**src/logic/byte_alu_defines.vh**
```
// Purpose: constants for the byte alu and bit-op block
// Assumes: 32-bit apb, word aligned registers
// Notes: offsets are byte addresses
`ifndef BYTE_ALU_DEFINES_VH
`define BYTE_ALU_DEFINES_VH

// register offsets
`define OFS_OPERAND 12'h000
`define OFS_COMMAND 12'h004
`define OFS_ACC 12'h008
`define OFS_STATUS 12'h00c
`define OFS_PORT_LATCH 12'h010
`define FILE_WIN_TAG 3'h1

// operand register fields
`define OPR_LIT_LSB 0
`define OPR_ADDR_LSB 8
`define OPR_BIT_LSB 15
`define OPR_DEST_BIT 18

// status register fields
`define ST_CARRY 0
`define ST_DIGIT 1
`define ST_ZERO 2

// command codes
`define OP_NONE 3'h0
`define OP_ADD_LIT 3'h1
`define OP_AND_LIT 3'h2
`define OP_ADD_REG 3'h3
`define OP_AND_REG 3'h4
`define OP_BIT_CLR 3'h5
`define OP_BIT_SET 3'h6

// file register holding the io port
`define PORT_FILE_ADDR 7'h06

// reset values
`define RST_BYTE 8'h00
`define RST_OPERAND 19'h0_0000

`endif

```
**src/logic/alu_core.v**
```verilog
// Purpose: combinational 8-bit arithmetic, logic and bit ops
// Assumes: operands already selected by the caller
// Notes: flag update enables tell the caller which flags change
`timescale 1ns/100ps
`include "byte_alu_defines.vh"

module alu_core (
    // command
    input wire [2:0] op,
    input wire [2:0] bit_idx,
    // operands
    input wire [7:0] acc,
    input wire [7:0] opnd,
    // result and flags
    output reg [7:0] result,
    output reg carry,
    output reg digit_carry,
    output reg zero,
    output reg upd_arith,
    output reg upd_zero
);

    function [8:0] add_bytes;
        input [7:0] a;
        input [7:0] b;
        begin
            add_bytes = {1'b0, a} + {1'b0, b};
        end
    endfunction

    function [4:0] add_nibbles;
        input [3:0] a;
        input [3:0] b;
        begin
            add_nibbles = {1'b0, a} + {1'b0, b};
        end
    endfunction

    reg [8:0] sum;
    reg [4:0] low_sum;
    reg [7:0] bit_mask;

    always @* begin
        sum = add_bytes(acc, opnd);
        low_sum = add_nibbles(acc[3:0], opnd[3:0]);
        bit_mask = 8'h01 << bit_idx;
        result = opnd;
        upd_arith = 1'b0;
        upd_zero = 1'b0;
        case (op)
            `OP_ADD_LIT, `OP_ADD_REG: begin
                result = sum[7:0];
                upd_arith = 1'b1;
                upd_zero = 1'b1;
            end
            `OP_AND_LIT, `OP_AND_REG: begin
                result = acc & opnd;
                upd_zero = 1'b1;
            end
            `OP_BIT_CLR: begin
                result = opnd & ~bit_mask;
            end
            `OP_BIT_SET: begin
                result = opnd | bit_mask;
            end
            default: begin
                result = opnd;
            end
        endcase
        carry = sum[8];
        digit_carry = low_sum[4];
        zero = (result == 8'h00);
    end

endmodule // alu_core

```
**src/logic/byte_alu_bit_ops.v**
```verilog
// Purpose: byte alu and bit ops on accumulator and file registers
// Assumes: apb slave, zero wait states, one clock
// Notes: a command write executes in the cycle it is accepted
`timescale 1ns/100ps
`include "byte_alu_defines.vh"

// Functional notes
// - add literal to accumulator, flags C DC Z
// - and literal into accumulator, zero only
// - add accumulator and file register, flags
// - add result goes to acc or register
// - and with register, only zero changes
// - and result goes to acc or register
// - clear selected bit, no flags change
// - set selected bit, no flags change
// - port register reads pins, not latch
module byte_alu_bit_ops (
    // clock and reset
    input wire clk,
    input wire reset_n,
    // apb slave
    input wire psel,
    input wire penable,
    input wire pwrite,
    input wire [11:0] paddr,
    input wire [31:0] pwdata,
    output reg [31:0] prdata,
    output wire pready,
    output wire pslverr,
    // io port
    input wire [7:0] port_pins,
    output reg [7:0] port_latch_q,
    // core state
    output reg [7:0] acc_q,
    output reg carry_flag_q,
    output reg digit_carry_flag_q,
    output reg zero_flag_q
);

    reg [7:0] file_mem [0:127];
    reg [18:0] operand_q;
    reg [31:0] rd_data;
    reg rd_hit;
    wire setup_phase;
    wire access_wr;
    wire in_file_win;
    wire [6:0] win_addr;
    wire [6:0] op_addr;
    wire [2:0] op_bit;
    wire op_dest;
    wire [7:0] op_lit;
    wire [2:0] cmd;
    wire is_reg_op;
    wire [7:0] reg_value;
    wire [7:0] alu_opnd;
    wire [7:0] alu_result;
    wire alu_carry;
    wire alu_digit;
    wire alu_zero;
    wire upd_arith;
    wire upd_zero;
    wire exec;
    wire to_file;
    // next values of the control registers
    reg [18:0] operand_d;
    reg [7:0] acc_d;
    reg [7:0] port_latch_d;
    reg carry_flag_d;
    reg digit_carry_flag_d;
    reg zero_flag_d;
    reg [31:0] prdata_d;

    function [7:0] file_read;
        input [6:0] addr;
        input [7:0] pins;
        input [7:0] word;
        begin
            if (addr == `PORT_FILE_ADDR) begin
                file_read = pins;
            end else begin
                file_read = word;
            end
        end
    endfunction

    assign setup_phase = psel & ~penable;
    assign access_wr = psel & penable & pwrite;
    assign in_file_win = (paddr[11:9] == `FILE_WIN_TAG);
    assign win_addr = paddr[8:2];
    assign pready = 1'b1;
    assign pslverr = psel & penable & ~rd_hit;

    assign op_lit = operand_q[`OPR_LIT_LSB +: 8];
    assign op_addr = operand_q[`OPR_ADDR_LSB +: 7];
    assign op_bit = operand_q[`OPR_BIT_LSB +: 3];
    assign op_dest = operand_q[`OPR_DEST_BIT];
    assign cmd = pwdata[2:0];
    assign exec = access_wr & (paddr == `OFS_COMMAND);

    assign is_reg_op = (cmd == `OP_ADD_REG) || (cmd == `OP_AND_REG) ||
        (cmd == `OP_BIT_CLR) || (cmd == `OP_BIT_SET);
    assign reg_value = file_read(op_addr, port_pins, file_mem[op_addr]);
    assign alu_opnd = is_reg_op ? reg_value : op_lit;
    assign to_file = ((cmd == `OP_ADD_REG) && op_dest) ||
        ((cmd == `OP_AND_REG) && op_dest) ||
        (cmd == `OP_BIT_CLR) || (cmd == `OP_BIT_SET);

    alu_core u_alu (
        .op(cmd),
        .bit_idx(op_bit),
        .acc(acc_q),
        .opnd(alu_opnd),
        .result(alu_result),
        .carry(alu_carry),
        .digit_carry(alu_digit),
        .zero(alu_zero),
        .upd_arith(upd_arith),
        .upd_zero(upd_zero)
    );

    // read decode
    always @* begin
        rd_data = 32'h0000_0000;
        rd_hit = 1'b1;
        if (in_file_win) begin
            rd_data = {24'h00_0000, file_read(win_addr, port_pins, file_mem[win_addr])};
        end else begin
            case (paddr)
                `OFS_OPERAND: rd_data = {13'h0000, operand_q};
                `OFS_COMMAND: rd_data = 32'h0000_0000;
                `OFS_ACC: rd_data = {24'h00_0000, acc_q};
                `OFS_STATUS: rd_data = {29'h0000_0000, zero_flag_q,
                    digit_carry_flag_q, carry_flag_q};
                `OFS_PORT_LATCH: rd_data = {24'h00_0000, port_latch_q};
                default: rd_hit = 1'b0;
            endcase
        end
    end

    // read data captured in the setup cycle
    always @* begin
        prdata_d = prdata;
        if (setup_phase) begin
            prdata_d = rd_hit ? rd_data : 32'h0000_0000;
        end
    end

    always @(posedge clk or negedge reset_n) begin
        if (!reset_n) begin
            prdata <= 32'h0000_0000;
        end else begin
            prdata <= prdata_d;
        end
    end

    // next state of control registers and execution
    always @* begin
        operand_d = operand_q;
        acc_d = acc_q;
        port_latch_d = port_latch_q;
        carry_flag_d = carry_flag_q;
        digit_carry_flag_d = digit_carry_flag_q;
        zero_flag_d = zero_flag_q;
        if (exec) begin
            if (!to_file && (cmd != `OP_NONE) && (cmd != 3'h7)) begin
                acc_d = alu_result;
            end
            if (to_file && (op_addr == `PORT_FILE_ADDR)) begin
                port_latch_d = alu_result;
            end
            if (upd_arith) begin
                carry_flag_d = alu_carry;
                digit_carry_flag_d = alu_digit;
            end
            if (upd_zero) begin
                zero_flag_d = alu_zero;
            end
        end else if (access_wr && in_file_win) begin
            // port slot of the window writes the latch
            if (win_addr == `PORT_FILE_ADDR) begin
                port_latch_d = pwdata[7:0];
            end
        end else if (access_wr) begin
            case (paddr)
                `OFS_OPERAND: operand_d = pwdata[18:0];
                `OFS_ACC: acc_d = pwdata[7:0];
                `OFS_STATUS: begin
                    carry_flag_d = pwdata[`ST_CARRY];
                    digit_carry_flag_d = pwdata[`ST_DIGIT];
                    zero_flag_d = pwdata[`ST_ZERO];
                end
                `OFS_PORT_LATCH: port_latch_d = pwdata[7:0];
                default: operand_d = operand_q;
            endcase
        end
    end

    // control registers
    always @(posedge clk or negedge reset_n) begin
        if (!reset_n) begin
            operand_q <= `RST_OPERAND;
            acc_q <= `RST_BYTE;
            carry_flag_q <= 1'b0;
            digit_carry_flag_q <= 1'b0;
            zero_flag_q <= 1'b0;
            port_latch_q <= `RST_BYTE;
        end else begin
            operand_q <= operand_d;
            acc_q <= acc_d;
            carry_flag_q <= carry_flag_d;
            digit_carry_flag_q <= digit_carry_flag_d;
            zero_flag_q <= zero_flag_d;
            port_latch_q <= port_latch_d;
        end
    end

    // file register array
    always @(posedge clk) begin
        if (exec && to_file && (op_addr != `PORT_FILE_ADDR)) begin
            file_mem[op_addr] <= alu_result;
        end else if (access_wr && in_file_win && (win_addr != `PORT_FILE_ADDR)) begin
            file_mem[win_addr] <= pwdata[7:0];
        end
    end

endmodule // byte_alu_bit_ops

```
**config.mk**
```make
export PLATFORM = sky130hd
export DESIGN_NAME = byte_alu_bit_ops
export DESIGN_NICKNAME = d
export VERILOG_FILES = /design/src/logic/alu_core.v /design/src/logic/byte_alu_bit_ops.v
export VERILOG_INCLUDE_DIRS = /design/src /design/src/logic
export SDC_FILE = /design/constraint.sdc
export NUM_CORES = 2
export LEC_CHECK = 0
export BUFFER_PORTS_ARGS = -buffer_cell sky130_fd_sc_hd__buf_2
export CAP_MARGIN = 25
export CORE_MARGIN = 2
export CORE_UTILIZATION = 35
export CTS_BUF_LIST = sky130_fd_sc_hd__clkbuf_2
export DETAILED_ROUTE_END_ITERATION = 6
export PLACE_DENSITY = 0.52
export RECOVER_POWER = 50
export SETUP_SLACK_MARGIN = 0.15
export SLEW_MARGIN = 15
export SYNTH_ARGS = -nofsm -noshare
export SYNTH_HDL_FRONTEND = slang
export SYNTH_HIERARCHICAL = 1
export SYNTH_SLANG_ARGS = --single-unit
```
**constraint.sdc**
```tcl
create_clock -name clk -period 5.8 [get_ports clk]
set_input_delay 0.87 -clock clk [delete_from_list [all_inputs] [get_ports clk]]
set_output_delay 0.87 -clock clk [all_outputs]
set_load 0.02 [all_outputs]
```
==> results.ini <==
[worst_setup_path]
worst-setup-path-type=flip-flop to flip-flop
end_kind=flip-flop
crit_chain=nand2_1 > clkbuf_1 > nor3_1 > clkbuf_1 > nor2_1 > o21bai_1 > nor2_1 > clkbuf_2
cp_num_buf_inv=3
critical-path-slowest-cell=o21bai_1
worstPathMaxFanout=28
critPathRequiredTime_ns=7.19
cp_top_family=compound AO/OA/AOI/OAI gates
critPathLaunchType=flip-flop
max_stage_delay_ns=2.40
crit_arrival_ns=7.17

[power_and_ir_drop]
report.power.total_uw=15100
p_sw_share_pct=26.30
pwr_density_cell_mw_per_mm2=251.2
switchingPower_uw=3971
p_int_uw=11130
max-vdd-ir-drop_v=0.0001262
power.clock.fraction_pct=35.5
p_seq_share_pct=57.1
power_leakage_uw=0.01964
power_frac_comb_pct=7.4

[yosys]
ys_types=89
synth_top_family_by_area=multiplexers
muxShareOfSynthArea_pct=26.79
syn-cell-area_mm2=0.05281
synthAdderAreaFrac_pct=0.2275
synth_seq_area_share_pct=60.93
synth_ff_type=edfxtp_1
ys_warn_count=6
synth_seq_cells=1081
synth_simple_gate_area_share_pct=3.781
synth_edf_count=1024
postSynth.asyncResetShare_pct=5.273
syn_area_per_cell_um2=17.67
syn_inst=2989
synth_compound_area_share_pct=5.400
synth_xor_area_share_pct=0.01659

[global_route]
grt_max_degree=86
grt_pass1_wl_um=257500
grtUsageTotal_pct=23.69
antenna_found_initial=7
gr-total-overflow=0
first_global_vias=35040

[timing]
rsz0062_at_grt=true
drv_slew=108
finalHoldViolCount=0
fin_worst_skew_ns=0.1783
finalSetupTns_ns=0
period_needed_ns=5.777
tightest_slew_ns=3.654
setup_viol=0
slew_headroom_pct=-143.6
max_freq_ghz=0.1731
fin_crit_sh_pct=99.61
fin_ws_ns=0.02291

[detailed_routing]
drt_iter0_markers=3736
drtAntennaViolNets=0
first_pass_iters=6
drt_wl_total_um=183000
drc_errors=0
vias_per_cell=5.888
vias=33860
wl_per_cell_um=31.82

[clock_network]
clock_latency_ns=1.71
cts_made_buffers=300
path_clk_slew_ns=0.11
clockBufferDepth=4
cts_tree=built
root_buffer=clkbuf_2
cts_max_level=5
clock_sinks=1081

[status]
violations=max-capacitance violations, max-slew violations
status=complete, but fails checks

[placement]
port_buffers=82
placed_cell_area_mm2=0.05749
dpl_worst_slack_ns=0.3343
dpl.hpwl_um=123100
place_congestion=0.9314

[cells_and_area]
fin_area_mm2=0.06011
syn_to_final_growth_pct=13.82
drive_above_1_share_pct=32.94
postLayoutCoreUtil_pct=40.13
finalNetCount=3610

[floorplan]
floorplan.initialDensity_pct=35.26
die_h_um=392.4
die_w_um=392.4
num_rows=142
ios=110
die-area_mm2=0.1540
coreArea_mm2=0.1498

[run]
maxCapViolations=6

[hold_path]
hp-class=primary input to flip-flop

==> path summary, 6_finish.rpt <==
path	start	to	slack (ns)	depth (start not counted)
setup / recovery	operand_q[10]$_DFFE_PN0P_	file_mem[55][2]$_DFFE_PP_	0.02	8
hold / removal	penable	prdata[11]$_DFFE_PN0P_	0.09	3
setup reg to reg	operand_q[10]$_DFFE_PN0P_	file_mem[55][2]$_DFFE_PP_	0.02	8
hold reg to reg	prdata[14]$_DFFE_PN0P_	prdata[14]$_DFFE_PN0P_	0.52	1
max in group asynchronous	reset_n	operand_q[8]$_DFFE_PN0P_	1.57	4
min in group asynchronous	reset_n	prdata[3]$_DFFE_PN0P_	1.59	4
==> cell usage after synthesis (5+ instances only) <==
cell	instances	area share, %
a22oi_1	51	0.73
o21ai_0	33	0.31
nor2_1	178	1.3
mux2_2	70	1.5
buf_2	68	0.64
a32oi_1	11	0.18
nand4_1	7	0.083
o21ai_1	10	0.095
a211oi_1	19	0.27
and2_1	8	0.095
inv_1	16	0.11
a31oi_1	14	0.17
buf_6	28	0.60
nor2b_1	20	0.24
buf_4	50	0.71
nor3b_1	6	0.085
a22o_1	28	0.46
mux4_2	474	20
buf_1	24	0.17
nand3_1	27	0.26
nand3b_1	5	0.071
a21oi_1	74	0.70
a221oi_1	14	0.23
clkbuf_1	69	0.49
nand2b_1	12	0.14
edfxtp_1	1024	58
nand2_1	106	0.75
mux2i_1	268	5.1
dfrtp_1	57	2.7
o21bai_1	8	0.11
a2bb2oi_1	5	0.083
o31ai_1	9	0.13
o21a_1	6	0.085
a2111oi_0	9	0.15
nor3_1	15	0.14
o211ai_1	16	0.23
or3_1	9	0.11
nor4_1	7	0.083
a211o_1	6	0.10
o22ai_1	34	0.40
o2111ai_1	6	0.10
ha_1	8	0.19
==> layout make-up <==
cell class / count / area, um2
well taps: 2016 / 2522
inverters: 19 / 78.83
fillers: 13810 / 89670
multi-input cells: 1667 / 19260
flip-flops and latches: 1081 / 32190
clock buffers: 405 / 2027
repair buffers: 475 / 3532
clock inverters: 84 / 489.2
diodes: 4 / 10.01
==> flip-flops by register name, summed over array words and instances (netlist names) <==
register	flops
file_mem	1024
operand_q	19
prdata	19
acc_q	8
port_latch_q	8
carry_flag_q	1
digit_carry_flag_q	1
zero_flag_q	1
==> metrics by stage <==
stage,hold WS (ns),instances
4_1_cts,0.01244,5743
3_5_place_dp,0.4932,5182
5_1_grt,0.01324,5748
2_1_floorplan,0.4769,3009
3_3_place_gp,0.4833,5182
6_report,0.09379,5751
==> power groups by stage <==
stage | Clock, uW | Sequential [uW] | Combinational (uW)
2_1_floorplan | 0 | 8810 | 588
3_3_place_gp | 0 | 8800 | 1060
3_5_place_dp | 0 | 8800 | 1080
4_1_cts | 5510 | 8620 | 1120
5_1_grt | 5900 | 8630 | 1170
6_report | 5350 | 8630 | 1120
==> metal layers <==
layer | share of wire (%) | wire [um] | GRT usage, %
met2 | 47 | 86880 | 37.93
met3 | 8.4 | 15390 | 5.112
met4 | 4.4 | 8141 | 10.87
met5 | 0.0071 | 13 | 0
met1 | 40 | 72540 | 30.84
==> cells in the final DEF, fill, tap and decap left out, types with 9 or more instances in the layout <==
cell	netlist	routed
edfxtp_1	1024	1024
mux4_2	474	474
clkbuf_2	0	412
mux2i_1	268	267
clkbuf_1	69	179
nor2_1	178	178
buf_4	50	129
nand2_1	106	106
a21oi_1	74	74
dlygate4sd3_1	0	73
clkinv_1	2	63
mux2_2	70	62
dfrtp_1	57	53
a22oi_1	51	51
buf_12	0	44
buf_2	68	40
o21ai_0	33	36
o22ai_1	34	34
nand3_1	27	29
a22o_1	28	28
conb_1	2	22
a211oi_1	19	19
nor2b_1	20	18
nor3_1	15	16
o211ai_1	16	16
inv_1	16	15
a221oi_1	14	14
a31oi_1	14	14
clkinv_2	0	13
nand2b_1	12	12
a32oi_1	11	11
o31ai_1	9	10
or3_1	9	9
a2111oi_0	9	9
==> kinds of logic after synthesis <==
| logic type | after synthesis |
|---|---|
| simple gates | 426 |
| compound gates | 397 |
| fa+ha+maj | 9 |
| buf+inv | 261 |
| xor+xnor | 1 |
| mux | 812 |
| other cells | 2 |
| flops | 1081 |
==> worst min-delay path: cells and delay by family <==
family | cells | cell delay (ns)
buffers and inverters | 1 | 0.12
AOI/OAI and AO/OA | 1 | 0.22
and+or+nand+nor | 1 | 0.47
==> repair_timing <==
| item | in CTS | in global routing |
|---|---|---|
| hold endpoints to repair | 696 | 11 |
| buffers inserted | 0 | 1 |
| setup endpoints to repair | 0 | 97 |
| resized for setup | 0 | 2 |
| hold buffers | 72 | 1 |
Note: power is estimated with default switching activity, not from simulation.
